$ cat src/rtl/i2c_engine_map.svh
`ifndef I2C_ENGINE_MAP_SVH
`define I2C_ENGINE_MAP_SVH
`define CLK_NS 10
`define T_STD_NS 10000
`define T_FAST_NS 2500
`define T_HS_NS 1201
`define HALF_CYC(t) 10'((((t) / 2) + `CLK_NS - 1) / `CLK_NS)
`define SPD_STD 2'h0
`define SPD_FAST 2'h1
`define BIT_LAST 4'h7
`define ACK_SLOT 4'h8
`define BYTE_END 4'h9
`define GCALL_ADDR 7'h00
`define RW_WRITE 1'b0
`define FIFO_W 8
`define FIFO_D 8
`endif

$ cat src/rtl/i2c_engine_pkg.sv
package i2c_engine_pkg;
  typedef enum logic [3:0] {
    M_IDLE, M_WAIT, M_START, M_LOW, M_HIGH, M_RS, M_RSH, M_STOP_A, M_STOP_B
  } mst_state_t;
endpackage

$ cat src/rtl/fifo_if.sv
`timescale 1ns/1ps
interface fifo_if #(parameter int W = 8);
  logic         in_valid;
  logic         in_ready;
  logic [W-1:0] in_data;
  logic         out_valid;
  logic         out_ready;
  logic [W-1:0] out_data;
  modport fifo (input in_valid, in_data, out_ready, output in_ready, out_valid, out_data);
  modport user (output in_valid, in_data, out_ready, input in_ready, out_valid, out_data);
endinterface

$ cat src/rtl/byte_fifo.sv
`timescale 1ns/1ps
module byte_fifo #(
  parameter int W = 8,
  parameter int D = 8
) (
  input wire logic core_clk,
  input wire logic rst_n,
  fifo_if.fifo     q
);
  localparam int AW = $clog2(D);
  logic [W-1:0] mem [D];
  logic [AW-1:0] wp_r, wp_nxt, rp_r, rp_nxt;
  logic [AW:0]   cnt_r, cnt_nxt;
  logic          in_ready_r, in_ready_nxt, out_valid_r, out_valid_nxt;
  logic          push, pull;

  assign push        = q.in_valid && in_ready_r;
  assign pull        = q.out_ready && out_valid_r;
  assign q.in_ready  = in_ready_r;
  assign q.out_valid = out_valid_r;
  assign q.out_data  = mem[rp_r];

  always_comb begin
    wp_nxt        = push ? wp_r + AW'(1) : wp_r;
    rp_nxt        = pull ? rp_r + AW'(1) : rp_r;
    cnt_nxt       = cnt_r + (AW+1)'(push) - (AW+1)'(pull);
    // ready and valid come from flops so the top sees registered handshakes
    in_ready_nxt  = (cnt_nxt != (AW+1)'(D));
    out_valid_nxt = (cnt_nxt != '0);
  end

  always_ff @(posedge core_clk or negedge rst_n) begin
    if (!rst_n) begin
      wp_r        <= '0;
      rp_r        <= '0;
      cnt_r       <= '0;
      in_ready_r  <= 1'b1;
      out_valid_r <= 1'b0;
    end else begin
      wp_r        <= wp_nxt;
      rp_r        <= rp_nxt;
      cnt_r       <= cnt_nxt;
      in_ready_r  <= in_ready_nxt;
      out_valid_r <= out_valid_nxt;
    end
  end

  always_ff @(posedge core_clk) begin
    if (push) begin
      mem[wp_r] <= q.in_data;
    end
  end

  a_fifo_bound: assert property (@(posedge core_clk) disable iff (!rst_n)
    cnt_r <= (AW+1)'(D)) else $error("fifo count above depth");
endmodule

$ cat src/rtl/i2c_engine.sv
`timescale 1ns/1ps
`include "i2c_engine_map.svh"
module i2c_engine (
  input  wire logic       core_clk,
  input  wire logic       rst_n,
  input  wire logic       enable,
  input  wire logic [1:0] spd,
  input  wire logic [6:0] own_addr,
  input  wire logic       go,
  input  wire logic       stop_req,
  input  wire logic       restart_req,
  input  wire logic       nack_next,
  input  wire logic       tx_valid,
  input  wire logic [7:0] tx_data,
  output logic            tx_ready,
  input  wire logic       scl_i,
  output logic            scl_o,
  output logic            scl_oe,
  input  wire logic       sda_i,
  output logic            sda_o,
  output logic            sda_oe,
  output logic            rx_valid,
  output logic [7:0]      rx_data,
  output logic            ev_byte,
  output logic            ack_rcvd,
  output logic            ev_arb_lost,
  output logic            ev_addr_match,
  output logic            ev_gen_call,
  output logic            bus_busy,
  output logic            is_master
);
  i2c_engine_pkg::mst_state_t mst_r, mst_nxt;
  logic [9:0] tc_r, tc_nxt, half;
  logic [3:0] cnt_r, cnt_nxt;
  logic [7:0] rx_r, rx_nxt, tx_r, tx_nxt, rx_data_r, rx_data_nxt;
  logic       master_r, master_nxt, busy_r, busy_nxt, xmit_r, xmit_nxt;
  logic       first_r, first_nxt, addressed_r, addressed_nxt, rw_r, rw_nxt;
  logic       load_r, load_nxt, sda_oe_r, sda_oe_nxt, scl_oe_r, scl_oe_nxt;
  logic       rx_valid_r, rx_valid_nxt, ev_byte_r, ev_byte_nxt, ack_r, ack_nxt;
  logic       ev_arb_r, ev_arb_nxt, ev_match_r, ev_match_nxt, ev_gcall_r, ev_gcall_nxt;
  logic       line_lo_r, pop, gcall, hit, tc_end;
  logic       scl_m, scl_s, scl_p, sda_m, sda_s, sda_p;
  logic       scl_rise, scl_fall, start_det, stop_det;

  fifo_if #(.W(`FIFO_W)) f ();
  assign f.in_valid  = tx_valid;
  assign f.in_data   = tx_data;
  assign f.out_ready = pop;
  assign tx_ready    = f.in_ready;

  byte_fifo #(.W(`FIFO_W), .D(`FIFO_D)) u_fifo (
    .core_clk (core_clk),
    .rst_n    (rst_n),
    .q        (f.fifo)
  );

  // first stage feeds only the second; edges look at stages two and three
  always_ff @(posedge core_clk or negedge rst_n) begin
    if (!rst_n) begin
      scl_m <= 1'b1;
      scl_s <= 1'b1;
      scl_p <= 1'b1;
      sda_m <= 1'b1;
      sda_s <= 1'b1;
      sda_p <= 1'b1;
    end else begin
      scl_m <= scl_i;
      scl_s <= scl_m;
      scl_p <= scl_s;
      sda_m <= sda_i;
      sda_s <= sda_m;
      sda_p <= sda_s;
    end
  end

  assign scl_rise  = scl_s && !scl_p;
  assign scl_fall  = !scl_s && scl_p;
  assign start_det = scl_s && scl_p && sda_p && !sda_s;
  assign stop_det  = scl_s && scl_p && !sda_p && sda_s;
  assign tc_end    = (tc_r + 10'h001 >= half);

  always_comb begin
    case (spd)
      `SPD_STD:  half = `HALF_CYC(`T_STD_NS);
      `SPD_FAST: half = `HALF_CYC(`T_FAST_NS);
      default:   half = `HALF_CYC(`T_HS_NS);
    endcase
  end

  always_comb begin
    mst_nxt       = mst_r;
    tc_nxt        = tc_r;
    master_nxt    = master_r;
    busy_nxt      = busy_r;
    cnt_nxt       = cnt_r;
    rx_nxt        = rx_r;
    tx_nxt        = tx_r;
    xmit_nxt      = xmit_r;
    first_nxt     = first_r;
    addressed_nxt = addressed_r;
    rw_nxt        = rw_r;
    load_nxt      = load_r;
    sda_oe_nxt    = sda_oe_r;
    scl_oe_nxt    = scl_oe_r;
    rx_valid_nxt  = 1'b0;
    rx_data_nxt   = rx_data_r;
    ev_byte_nxt   = 1'b0;
    ack_nxt       = ack_r;
    ev_arb_nxt    = 1'b0;
    ev_match_nxt  = 1'b0;
    ev_gcall_nxt  = 1'b0;
    pop           = 1'b0;
    gcall         = 1'b0;
    hit           = 1'b0;
    if (start_det) begin
      busy_nxt = 1'b1;
    end else if (stop_det) begin
      busy_nxt = 1'b0;
    end
    // bit engine follows the bus edges in both roles
    if (start_det) begin
      cnt_nxt       = 4'h0;
      first_nxt     = 1'b1;
      addressed_nxt = 1'b0;
      xmit_nxt      = master_r;
      load_nxt      = 1'b0;
    end else if (stop_det) begin
      cnt_nxt       = 4'h0;
      first_nxt     = 1'b0;
      addressed_nxt = 1'b0;
      xmit_nxt      = 1'b0;
      load_nxt      = 1'b0;
    end else if (scl_rise) begin
      rx_nxt  = {rx_r[6:0], sda_s};
      cnt_nxt = cnt_r + 4'h1;
      if (master_r && xmit_r && cnt_r <= `BIT_LAST && !sda_oe_r && !sda_s) begin
        master_nxt = 1'b0;
        xmit_nxt   = 1'b0;
        mst_nxt    = i2c_engine_pkg::M_IDLE;
        tc_nxt     = 10'h000;
        ev_arb_nxt = 1'b1;
      end
      if (cnt_r == `BIT_LAST) begin
        rx_valid_nxt = !xmit_r;
        rx_data_nxt  = {rx_r[6:0], sda_s};
        if (first_r) begin
          rw_nxt        = sda_s;
          gcall         = (rx_r[6:0] == `GCALL_ADDR) && (sda_s == `RW_WRITE);
          hit           = !master_nxt && (rx_r[6:0] == own_addr || gcall);
          addressed_nxt = hit;
          ev_match_nxt  = hit;
          ev_gcall_nxt  = gcall && hit;
        end
      end
      if (cnt_r == `ACK_SLOT) begin
        ack_nxt     = !sda_s;
        ev_byte_nxt = 1'b1;
        first_nxt   = 1'b0;
        if (!master_r && xmit_r && sda_s) begin
          xmit_nxt      = 1'b0;
          addressed_nxt = 1'b0;
        end
      end
    end else if (scl_fall) begin
      if (cnt_r == `BYTE_END) begin
        cnt_nxt    = 4'h0;
        xmit_nxt   = master_r ? (rw_r == `RW_WRITE) : (addressed_r && rw_r);
        load_nxt   = xmit_nxt;
        sda_oe_nxt = 1'b0;
      end else if (cnt_r == `ACK_SLOT) begin
        sda_oe_nxt = !xmit_r && (master_r ? !nack_next : addressed_r);
      end else if (cnt_r != 4'h0) begin
        tx_nxt     = {tx_r[6:0], 1'b0};
        sda_oe_nxt = xmit_r && !tx_r[6];
      end else begin
        sda_oe_nxt = xmit_r && !tx_r[7];
      end
    end
    // an empty fifo keeps SCL low until the next byte arrives
    if (load_r && f.out_valid && !start_det && !stop_det) begin
      tx_nxt     = f.out_data;
      pop        = 1'b1;
      load_nxt   = 1'b0;
      sda_oe_nxt = !f.out_data[7];
    end
    if (!ev_arb_nxt) begin
      case (mst_r)
        i2c_engine_pkg::M_IDLE: begin
          if (go && f.out_valid && !load_r) begin
            mst_nxt = i2c_engine_pkg::M_WAIT;
          end
        end
        i2c_engine_pkg::M_WAIT: begin
          if (!f.out_valid || load_r) begin
            mst_nxt = i2c_engine_pkg::M_IDLE;
          end else if (!busy_r) begin
            master_nxt = 1'b1;
            tx_nxt     = f.out_data;
            pop        = 1'b1;
            sda_oe_nxt = 1'b1;
            tc_nxt     = 10'h000;
            mst_nxt    = i2c_engine_pkg::M_START;
          end
        end
        i2c_engine_pkg::M_START: begin
          if (tc_end) begin
            scl_oe_nxt = 1'b1;
            tc_nxt     = 10'h000;
            mst_nxt    = i2c_engine_pkg::M_LOW;
          end else begin
            tc_nxt = tc_r + 10'h001;
          end
        end
        i2c_engine_pkg::M_LOW: begin
          if (load_r) begin
            tc_nxt = 10'h000;
          end else if (tc_end) begin
            scl_oe_nxt = 1'b0;
            tc_nxt     = 10'h000;
            mst_nxt    = i2c_engine_pkg::M_HIGH;
          end else begin
            tc_nxt = tc_r + 10'h001;
          end
        end
        i2c_engine_pkg::M_HIGH: begin
          if (!scl_s) begin
            tc_nxt = 10'h000;
          end else if (tc_end) begin
            tc_nxt     = 10'h000;
            scl_oe_nxt = 1'b1;
            mst_nxt    = i2c_engine_pkg::M_LOW;
            if (cnt_r == `BYTE_END) begin
              if (stop_req || (rw_r == `RW_WRITE && !ack_r)) begin
                mst_nxt  = i2c_engine_pkg::M_STOP_A;
                cnt_nxt  = 4'h0;
                xmit_nxt = 1'b0;
              end else if (restart_req) begin
                mst_nxt  = i2c_engine_pkg::M_RS;
                cnt_nxt  = 4'h0;
                xmit_nxt = 1'b0;
              end
            end
          end else begin
            tc_nxt = tc_r + 10'h001;
          end
        end
        i2c_engine_pkg::M_RS: begin
          sda_oe_nxt = 1'b0;
          if (tc_end) begin
            scl_oe_nxt = 1'b0;
            tc_nxt     = 10'h000;
            mst_nxt    = i2c_engine_pkg::M_RSH;
          end else begin
            tc_nxt = tc_r + 10'h001;
          end
        end
        i2c_engine_pkg::M_RSH: begin
          if (!scl_s) begin
            tc_nxt = 10'h000;
          end else if (tc_end && f.out_valid) begin
            sda_oe_nxt = 1'b1;
            tx_nxt     = f.out_data;
            pop        = 1'b1;
            tc_nxt     = 10'h000;
            mst_nxt    = i2c_engine_pkg::M_START;
          end else if (!tc_end) begin
            tc_nxt = tc_r + 10'h001;
          end
        end
        i2c_engine_pkg::M_STOP_A: begin
          scl_oe_nxt = 1'b1;
          sda_oe_nxt = 1'b1;
          if (tc_end) begin
            scl_oe_nxt = 1'b0;
            tc_nxt     = 10'h000;
            mst_nxt    = i2c_engine_pkg::M_STOP_B;
          end else begin
            tc_nxt = tc_r + 10'h001;
          end
        end
        i2c_engine_pkg::M_STOP_B: begin
          sda_oe_nxt = 1'b1;
          if (!scl_s) begin
            tc_nxt = 10'h000;
          end else if (tc_end) begin
            sda_oe_nxt = 1'b0;
            master_nxt = 1'b0;
            tc_nxt     = 10'h000;
            mst_nxt    = i2c_engine_pkg::M_IDLE;
          end else begin
            tc_nxt = tc_r + 10'h001;
          end
        end
        default: begin
          mst_nxt = i2c_engine_pkg::M_IDLE;
        end
      endcase
    end
    if (!master_nxt) begin
      scl_oe_nxt = load_nxt;
    end
    if (!enable) begin
      mst_nxt       = i2c_engine_pkg::M_IDLE;
      master_nxt    = 1'b0;
      tc_nxt        = 10'h000;
      xmit_nxt      = 1'b0;
      addressed_nxt = 1'b0;
      load_nxt      = 1'b0;
      pop           = 1'b0;
      sda_oe_nxt    = 1'b0;
      scl_oe_nxt    = 1'b0;
    end
  end

  always_ff @(posedge core_clk or negedge rst_n) begin
    if (!rst_n) begin
      mst_r       <= i2c_engine_pkg::M_IDLE;
      tc_r        <= 10'h000;
      master_r    <= 1'b0;
      busy_r      <= 1'b0;
      cnt_r       <= 4'h0;
      rx_r        <= 8'h00;
      tx_r        <= 8'h00;
      xmit_r      <= 1'b0;
      first_r     <= 1'b0;
      addressed_r <= 1'b0;
      rw_r        <= 1'b0;
      load_r      <= 1'b0;
      sda_oe_r    <= 1'b0;
      scl_oe_r    <= 1'b0;
      rx_valid_r  <= 1'b0;
      rx_data_r   <= 8'h00;
      ev_byte_r   <= 1'b0;
      ack_r       <= 1'b0;
      ev_arb_r    <= 1'b0;
      ev_match_r  <= 1'b0;
      ev_gcall_r  <= 1'b0;
      line_lo_r   <= 1'b0;
    end else begin
      mst_r       <= mst_nxt;
      tc_r        <= tc_nxt;
      master_r    <= master_nxt;
      busy_r      <= busy_nxt;
      cnt_r       <= cnt_nxt;
      rx_r        <= rx_nxt;
      tx_r        <= tx_nxt;
      xmit_r      <= xmit_nxt;
      first_r     <= first_nxt;
      addressed_r <= addressed_nxt;
      rw_r        <= rw_nxt;
      load_r      <= load_nxt;
      sda_oe_r    <= sda_oe_nxt;
      scl_oe_r    <= scl_oe_nxt;
      rx_valid_r  <= rx_valid_nxt;
      rx_data_r   <= rx_data_nxt;
      ev_byte_r   <= ev_byte_nxt;
      ack_r       <= ack_nxt;
      ev_arb_r    <= ev_arb_nxt;
      ev_match_r  <= ev_match_nxt;
      ev_gcall_r  <= ev_gcall_nxt;
      line_lo_r   <= 1'b0;
    end
  end

  assign scl_o         = line_lo_r;
  assign sda_o         = line_lo_r;
  assign scl_oe        = scl_oe_r;
  assign sda_oe        = sda_oe_r;
  assign rx_valid      = rx_valid_r;
  assign rx_data       = rx_data_r;
  assign ev_byte       = ev_byte_r;
  assign ack_rcvd      = ack_r;
  assign ev_arb_lost   = ev_arb_r;
  assign ev_addr_match = ev_match_r;
  assign ev_gen_call   = ev_gcall_r;
  assign bus_busy      = busy_r;
  assign is_master     = master_r;

  a_release_off: assert property (@(posedge core_clk) disable iff (!rst_n)
    !enable |=> !sda_oe_r && !scl_oe_r) else $error("lines held while disabled");
  a_never_high: assert property (@(posedge core_clk) disable iff (!rst_n)
    !scl_o && !sda_o) else $error("line driven high");
  a_busy_start: assert property (@(posedge core_clk) disable iff (!rst_n)
    start_det |=> busy_r) else $error("busy not set by start");
  a_busy_stop: assert property (@(posedge core_clk) disable iff (!rst_n)
    stop_det |=> !busy_r) else $error("busy not cleared by stop");
  a_start_free: assert property (@(posedge core_clk) disable iff (!rst_n)
    $rose(master_r) |-> !$past(busy_r)) else $error("start on busy bus");
  a_stretch_wait: assert property (@(posedge core_clk) disable iff (!rst_n)
    (mst_r == i2c_engine_pkg::M_HIGH && !scl_s) |=> tc_r == 10'h000)
    else $error("clock ran while scl held low");
  a_arb_drop: assert property (@(posedge core_clk) disable iff (!rst_n)
    ev_arb_lost |-> !master_r && mst_r == i2c_engine_pkg::M_IDLE)
    else $error("master kept after arbitration loss");
  a_ack_own: assert property (@(posedge core_clk) disable iff (!rst_n)
    (enable && !master_r && scl_fall && cnt_r == `ACK_SLOT && !xmit_r)
    |=> sda_oe_r == addressed_r) else $error("slave ack not tied to match");
  a_sda_steady: assert property (@(posedge core_clk) disable iff (!rst_n)
    (enable && master_r && mst_r == i2c_engine_pkg::M_HIGH && scl_s && scl_p)
    |=> $stable(sda_oe_r)) else $error("sda moved while scl high");
  a_msb_first: assert property (@(posedge core_clk) disable iff (!rst_n)
    (pop && load_r) |=> sda_oe_r == !$past(f.out_data[7]))
    else $error("first bit is not the msb");
endmodule

$ cat config.mk
export PLATFORM = sky130hd
export DESIGN_NAME = i2c_engine
export DESIGN_NICKNAME = d
export VERILOG_FILES = /design/src/rtl/i2c_engine_pkg.sv /design/src/rtl/fifo_if.sv /design/src/rtl/byte_fifo.sv /design/src/rtl/i2c_engine.sv
export VERILOG_INCLUDE_DIRS = /design/src /design/src/rtl
export SDC_FILE = /design/constraint.sdc
export NUM_CORES = 1
export LEC_CHECK = 0
export BUFFER_PORTS_ARGS = -buffer_cell sky130_fd_sc_hd__buf_2
export CAP_MARGIN = 20
export CORE_MARGIN = 1.5
export CORE_UTILIZATION = 35
export DETAILED_ROUTE_END_ITERATION = 10
export MAX_ROUTING_LAYER = met4
export PLACE_DENSITY = 0.58
export SLEW_MARGIN = 20
export SYNTH_ARGS = -nofsm -noshare
export SYNTH_HDL_FRONTEND = slang
export SYNTH_SLANG_ARGS = --single-unit
$ cat constraint.sdc
create_clock -name core_clk -period 9.97 [get_ports core_clk]
set_clock_uncertainty 0.15 [all_clocks]
set_input_delay 1.994 -clock core_clk [delete_from_list [all_inputs] [get_ports core_clk]]
set_output_delay 1.994 -clock core_clk [all_outputs]
set_load 0.02 [all_outputs]
==> results of run 1 <==
cell families (layout without fill, tap and decap cells):
group	count (synthesis)	count (layout)	synth area share
compound gates	104	104	0.101
mux	39	39	0.0916
flops	138	138	0.566
xor+xnor	23	23	0.0301
other cells	1	2	0.000561
simple gates	187	187	0.145
buf+inv	53	106	0.0348
fa+ha+maj	16	16	0.0311
power by group through the flow:
stage	clock [W]	sequential, W	combinational [W]
final	0.000630	0.000762	0.000338
after global routing	0.000672	0.000775	0.000384
after CTS	0.000646	0.000763	0.000346
after detailed placement	0	0.000773	0.000345
after global placement	0	0.000768	0.000331
after floorplan	0	0.000744	0.000270
worst max-delay path, cell delays in order:
cell      delay, ns
buf_2          0.11
nor2b_1        0.15
ha_1           0.25
or3b_1         0.36
a31oi_1        0.16
o31ai_1        0.12
a311oi_4       0.74
a22o_1         0.74
nor2_8         0.08
ha_1           0.31
inv_1          0.06
ha_1           0.15
inv_1          0.06
fa_1           0.51
inv_1          0.05
nor3_1         0.24
nand2b_1       0.08
metrics by stage:
step | instance area (sq um) | hold slack, ns | worst slack [ns]
2_1_floorplan | 6690 | 0.195 | 4.59
3_3_place_gp | 7110 | 0.198 | 3.59
3_5_place_dp | 7110 | 0.198 | 3.48
4_1_cts | 7740 | 0.207 | 3.92
5_1_grt | 7740 | 0.214 | 3.56
6_report | 7740 | 0.207 | 3.93
state kept, by name (all words and copies together) (netlist names), 3 cells and up:
register and count:
mst_r 4, rx_r 7, u_fifo.wp_r 3, rx_data 8
tx_r 8, u_fifo.mem 64, tc_r 10, cnt_r 4
u_fifo.rp_r 3, u_fifo.cnt_r 4
path summary, 6_finish.rpt:
| path | from | slack [ns] | depth (start not counted) | to |
|---|---|---|---|---|
| worst max-delay path | spd[1] | 3.93 | 17 | u_fifo.q.out_valid$_DFF_PN0_ |
| worst min-delay path | scl_m$_DFF_PN1_ | 0.21 | 0 | scl_s$_DFF_PN1_ |
| worst max register to register | tc_r[2]$_DFF_PN0_ | 4.80 | 17 | u_fifo.q.out_valid$_DFF_PN0_ |
| worst min register to register | scl_m$_DFF_PN1_ | 0.21 | 0 | scl_s$_DFF_PN1_ |
| max in group asynchronous | rst_n | 7.49 | 1 | cnt_r[2]$_DFF_PN0_ |
| min in group asynchronous | rst_n | 1.55 | 1 | tc_r[7]$_DFF_PN0_ |
synth_stat cells (3+ instances only):
library cell / number
dfrtp_1: 67
edfxtp_1: 64
nand2_1: 62
nor2_1: 27
a21oi_1: 26
o21ai_0: 26
inv_1: 21
nor3_1: 19
clkbuf_1: 18
nor2b_1: 17
mux4_2: 16
ha_1: 15
mux2_2: 13
nand3_1: 12
xor2_1: 12
xnor2_1: 11
mux2i_1: 9
nand2b_1: 9
a211oi_1: 8
dfstp_2: 7
nor4_1: 7
a31oi_1: 6
buf_2: 6
a211o_1: 5
buf_4: 5
o211ai_1: 5
a21o_1: 4
a22o_1: 4
and2_1: 4
nand3b_1: 4
nor3b_1: 4
nand4_1: 3
nor4b_1: 3
o21ai_1: 3
or3_1: 3
area by class of cell:
type / count / area, sq um
well taps: 234 / 293
inverters: 21 / 78.8
repair buffers: 53 / 288
clock inverters: 15 / 199
flip-flops and latches: 138 / 3780
multi-input cells: 371 / 2670
clock buffers: 17 / 425
fillers: 1726 / 11000
layer usage:
metal / GRT usage / wire (um) / share of wire
met1: 0.200 / 6450 / 0.48
met2: 0.230 / 6360 / 0.47
met3: 0.0387 / 573 / 0.042
met4: 0.0521 / 180 / 0.013
met5: - / 0 / 0
==> impl_metrics.env, run 1 <==
export IMPL_n_antenna_cell=0
export IMPL_yosysUniqueCellTypes=65
export IMPL_rsz0062_at_grt="no"
export IMPL_final_setup_tns_ns=0
export IMPL_hold_viol=0
export IMPL_grt_usage=0.152
export IMPL_pwr_share_comb=0.195
export IMPL_stdcell_count=849
export IMPL_synth_cells=561
export IMPL_viasPerCell=5.18
export IMPL_timing_final_crit_share=0.605
export IMPL_placed_cells=817
export IMPL_synth_avg_cell_area_sq_um=11.9
export IMPL_ys_ff_latch=138
export IMPL_ir_drop_mv=0.121
export IMPL_hpwl_mm=9.18
export IMPL_critPathArrivalTime_ns=6.20
export IMPL_p_leak_nw=3.20
export IMPL_slew_headroom=0.372
export IMPL_synthDominantCellAreaShare=0.288
export IMPL_h_tree_depth=4
export IMPL_cp_start_kind="input port"
export IMPL_fp_dieH_um=141
export IMPL_cp_max_fo=18
export IMPL_power_w=0.00173
export IMPL_synthArstFlopShare=0.536
export IMPL_post_cts_buffers=0
export IMPL_post_route_drc_count=0
export IMPL_mostFrequentLayoutCell="dfrtp_1"
export IMPL_cts_sinks=138
export IMPL_setup_viol=0
export IMPL_first_pass_iters=4
export IMPL_grt_pass1_wl_mm=22.9
export IMPL_fin_nets=645
export IMPL_cts_hold_buffers=0
export IMPL_wl_mm=13.6
export IMPL_hold_class="flop to flop"
export IMPL_switching_power_w=0.000534
export IMPL_core_sq_mm=0.0187
export IMPL_vias=4399
export IMPL_ys_flop_type="dfrtp_1"
export IMPL_worst_pin_slew_ns=0.942
export IMPL_gp_congestion=0.842
export IMPL_switching_share=0.309
export IMPL_io_buffers=45
export IMPL_routedWlPerCell_um=16.0
export IMPL_cts_tree="built"
export IMPL_first_global_vias=4443
export IMPL_synth_top_area_cell="edfxtp_1"
export IMPL_period_needed_ns=6.04
export IMPL_row_count=50
export IMPL_maxCapViolCount=0
export IMPL_cts_buffer_depth=2
export IMPL_cts_buffers=17
export IMPL_dieArea_sq_mm=0.0199
export IMPL_p_int_w=0.00120
export IMPL_clk_pin_slew_ns=0.07
export IMPL_num_io_pins=48
export IMPL_critPathKind="input port to flop"
export IMPL_netlist_area_sq_mm=0.00668
export IMPL_root_buffer="clkbuf_16"
export IMPL_outcome="completed"
export IMPL_cts_resized=0
export IMPL_synth_warnings=0
export IMPL_cp_end_kind="flop"
export IMPL_synthTopCellsByArea="edfxtp_1 (29%), dfrtp_1 (25%), mux4_2 (5.4%)"
export IMPL_insertion_delay_ns=0.42
export IMPL_grt_overflow=0
export IMPL_ant_nets=0
export IMPL_drt_iter0_drc=332
export IMPL_powerDensity_mw_per_mm2=224
export IMPL_grt_max_degree=75
export IMPL_utilization=0.414
export IMPL_antenna_found_initial=0
export IMPL_syn_to_final_growth_pct=15.8
export IMPL_slew_viol_final=0
export IMPL_max_freq_ghz=0.166
export IMPL_drive_gt1_frac=0.207
export IMPL_yosysSeqAreaShare=0.566
export IMPL_synth_edf_count=64
export IMPL_power_frac_seq=0.440
export IMPL_final_cell_mix="dfrtp_1 (67), edfxtp_1 (64), nand2_1 (62), buf_2 (44), nor2_1 (27)"
export IMPL_die_w_um=141
export IMPL_crit_required_ns=10.13
export IMPL_clkPwrFrac=0.364
export IMPL_start_util=0.357
Power figures use the tool's default switching activity.
==> inputs of run 2 (changes only) <==
--- a/config.mk
+++ b/config.mk
@@ -6,13 +6,14 @@
 export SDC_FILE = /design/constraint.sdc
 export NUM_CORES = 1
 export LEC_CHECK = 0
+export ABC_AREA = 1
 export BUFFER_PORTS_ARGS = -buffer_cell sky130_fd_sc_hd__buf_2
 export CAP_MARGIN = 20
 export CORE_MARGIN = 1.5
 export CORE_UTILIZATION = 35
 export DETAILED_ROUTE_END_ITERATION = 10
 export MAX_ROUTING_LAYER = met4
-export PLACE_DENSITY = 0.58
+export PLACE_DENSITY = 0.6
 export SLEW_MARGIN = 20
 export SYNTH_ARGS = -nofsm -noshare
 export SYNTH_HDL_FRONTEND = slang
==> constraint.sdc (replaced) <==
create_clock -name core_clk -period 5.18 [get_ports core_clk]
set_clock_uncertainty 0.15 [all_clocks]
set_input_delay 1.036 -clock core_clk [delete_from_list [all_inputs] [get_ports core_clk]]
set_output_delay 1.036 -clock core_clk [all_outputs]
set_load 0.02 [all_outputs]
==> run 2 against run 1 <==
Net effect:
- synthesized cell count is 36% higher
- sequential cell count stayed put
- core utilization is 0.17 points lower
- non-clock buffer count is 7 lower
- critical path depth is 9 higher
- via count is 20% higher
- clock power is 100% higher
- final cell count is 28% higher
==> impl_metrics.env, run 2 <==
export IMPL_period_needed_ns=4.17
export IMPL_powerDensity_mw_per_mm2=462
export IMPL_p_leak_nw=3.56
export IMPL_first_global_vias=5078
export IMPL_root_buffer="clkbuf_16"
export IMPL_routedWlPerCell_um=14.4
export IMPL_worst_pin_slew_ns=0.993
export IMPL_setup_worst_path_end="u_fifo.q.out_valid$_DFF_PN0_"
export IMPL_slew_viol_final=0
export IMPL_first_pass_iters=5
export IMPL_slew_headroom=0.337
export IMPL_die_w_um=144
export IMPL_cp_max_fo=19
export IMPL_rr_worst_depth=26
export IMPL_ys_top_cells_by_count="nand2_1 (157), inv_1 (77), nor2_1 (77)"
export IMPL_synth_cells=765
export IMPL_synthTopCellsByArea="edfxtp_1 (28%), dfrtp_1 (24%), nand2_1 (8.5%)"
export IMPL_n_antenna_cell=0
export IMPL_vias=5281
export IMPL_grt_max_degree=75
export IMPL_ys_ff_latch=138
export IMPL_yosysUniqueCellTypes=45
export IMPL_critPathArrivalTime_ns=4.32
export IMPL_final_cell_mix="nand2_1 (157), inv_1 (77), nor2_1 (77), o21ai_0 (70), dfrtp_1 (67)"
export IMPL_setup_viol=0
export IMPL_synth_top_area_cell="edfxtp_1"
export IMPL_grt_usage=0.168
export IMPL_drive_gt1_frac=0.158
export IMPL_synth_adder_area_share=0.0300
export IMPL_mostFrequentLayoutCell="nand2_1"
export IMPL_hold_viol=0
export IMPL_largest_reg_flops=64
export IMPL_synthMuxAreaShare=0
export IMPL_outcome="completed"
export IMPL_wl_mm=15.6
export IMPL_synth_warnings=0
export IMPL_slowest_delay_ns=0.49
export IMPL_nFillCells=1968
export IMPL_critPathKind="flop to flop"
export IMPL_maxCapViolCount=0
export IMPL_synth_edf_count=64
export IMPL_placed_cells=1054
export IMPL_start_util=0.357
export IMPL_insertion_delay_ns=0.42
export IMPL_timing_final_crit_share=0.804
export IMPL_hold_class="flop to flop"
export IMPL_synth_avg_cell_area_sq_um=9.05
export IMPL_cts_hold_buffers=0
export IMPL_rsz0062_at_grt="no"
export IMPL_netlist_area_sq_mm=0.00692
export IMPL_gp_congestion=0.924
export IMPL_post_cts_buffers=0
export IMPL_final_setup_tns_ns=0
export IMPL_syn_to_final_growth_pct=15.4
export IMPL_num_io_pins=48
export IMPL_h_tree_depth=4
export IMPL_r2r_start="tc_r[0]$_DFF_PN0_"
export IMPL_row_count=51
export IMPL_fp_dieH_um=144
export IMPL_crit_slowest_cell="fa_1"
export IMPL_fin_nets=851
export IMPL_ys_flop_type="dfrtp_1"
export IMPL_cts_buffers=17
export IMPL_cp_end_kind="flop"
export IMPL_hpwl_mm=10.5
export IMPL_ir_drop_mv=0.247
export IMPL_cts_buffer_depth=2
export IMPL_cts_sinks=138
export IMPL_ant_nets=0
export IMPL_viasPerCell=4.86
export IMPL_startpoint="tc_r[0]$_DFF_PN0_"
export IMPL_top_register="u_fifo.mem"
export IMPL_rrSetupSlack_ns=1.01
export IMPL_synthSimpleGateAreaFrac=0.225
export IMPL_dieArea_sq_mm=0.0206
export IMPL_yosysMostFrequentCell="nand2_1"
export IMPL_crit_required_ns=5.34
export IMPL_post_route_drc_count=0
export IMPL_synth_compound_area_share=0.114
export IMPL_grt_pass1_wl_mm=25.7
export IMPL_cp_start_kind="flop"
export IMPL_antenna_found_initial=0
export IMPL_max_freq_ghz=0.240
export IMPL_io_buffers=45
export IMPL_r2r_end="u_fifo.q.out_valid$_DFF_PN0_"
export IMPL_clk_pin_slew_ns=0.06
export IMPL_cts_tree="built"
export IMPL_yosysSeqAreaShare=0.546
export IMPL_drt_iter0_drc=326
export IMPL_reg_largest_list="u_fifo.mem x64, tc_r x10"
export IMPL_grt_overflow=0
export IMPL_stdcell_count=1086
export IMPL_synthArstFlopShare=0.536
export IMPL_synthXorXnorAreaFrac=0.0190
export IMPL_synthDominantCellAreaShare=0.278
export IMPL_cts_resized=0
export IMPL_synth_top_family_by_area="simple AND/OR/NAND/NOR gates"
export IMPL_core_sq_mm=0.0194
run 2: cell count changes in the layout (fill, tap and decap cells not counted), sizes merged, moves of 17 or more:
cell   before  now
nor2       28   87
inv        27   92
nand2      62  167
nor2b      17    0
nand3      13   58
o21ai      29   83
run 2: logic make-up after synthesis:
kind of cell,Yosys count
adder cells (fa/ha/maj),16
buffers and inverters,111
AO/OA/AOI/OAI,144
AND/OR/NAND/NOR,340
XOR/XNOR,15
other,1
flip-flops,138
run 2: per-layer routing:
layer	up-vias	GRT usage	part of all wire
met4	0	0.0618	0.016
li1	2658	-	-
met1	2493	0.203	0.46
met3	19	0.0423	0.039
met5	-	-	0
met2	111	0.273	0.48
run 2: layout make-up:
type                    instances  area (sq um)  area share
repair buffers                 46           235      0.0294
well taps                     265           332      0.0415
clock inverters                15           190      0.0238
inverters                      88           332      0.0415
clock buffers                  17           425      0.0532
flip-flops and latches        138          3780       0.473
multi-input cells             517          2690       0.337
run 2: report_power, final:
group          switching (W)  leakage (nW)  internal [W]
combinational       0.000624          1.74      0.000318
sequential          0.000138          1.53       0.00135
clock               0.000494         0.298      0.000766
total                0.00126          3.56       0.00243
run 2: stage by stage:
stage	hold WS, ns	setup WS (ns)	utilization	power (W)	instance area (sq um)
global placement	0.197	0.793	0.380	0.00244	7370
finish	0.205	1.01	0.412	0.00369	7990
floorplan	0.195	1.29	-	0.00217	6930
CTS	0.206	0.966	0.412	0.00373	7990
global route	0.215	0.630	0.412	0.00393	7990
detailed placement	0.197	0.753	0.380	0.00245	7370
run 2: worst min path at each step:
| stage | from | end | slack (ns) | depth (start not counted) |
|---|---|---|---|---|
| final | sda_m$_DFF_PN1_ | sda_s$_DFF_PN1_ | 0.20 | 0 |
| after global routing | sda_m$_DFF_PN1_ | sda_s$_DFF_PN1_ | 0.21 | 0 |
| after CTS | sda_m$_DFF_PN1_ | sda_s$_DFF_PN1_ | 0.21 | 0 |
| after detailed placement | sda_m$_DFF_PN1_ | sda_s$_DFF_PN1_ | 0.20 | 0 |
| after global placement | sda_m$_DFF_PN1_ | sda_s$_DFF_PN1_ | 0.20 | 0 |
| after floorplan | scl_m$_DFF_PN1_ | scl_s$_DFF_PN1_ | 0.20 | 0 |
run 2: worst max-delay path: cells and delay by family, from the launching register on:
kind | cells | cell delay (ns)
buffers and inverters | 5 | 0.30
flip-flops | 1 | 0.43
AND/OR/NAND/NOR | 15 | 1.68
adder cells (fa/ha/maj) | 5 | 1.37
XOR/XNOR | 1 | 0.13
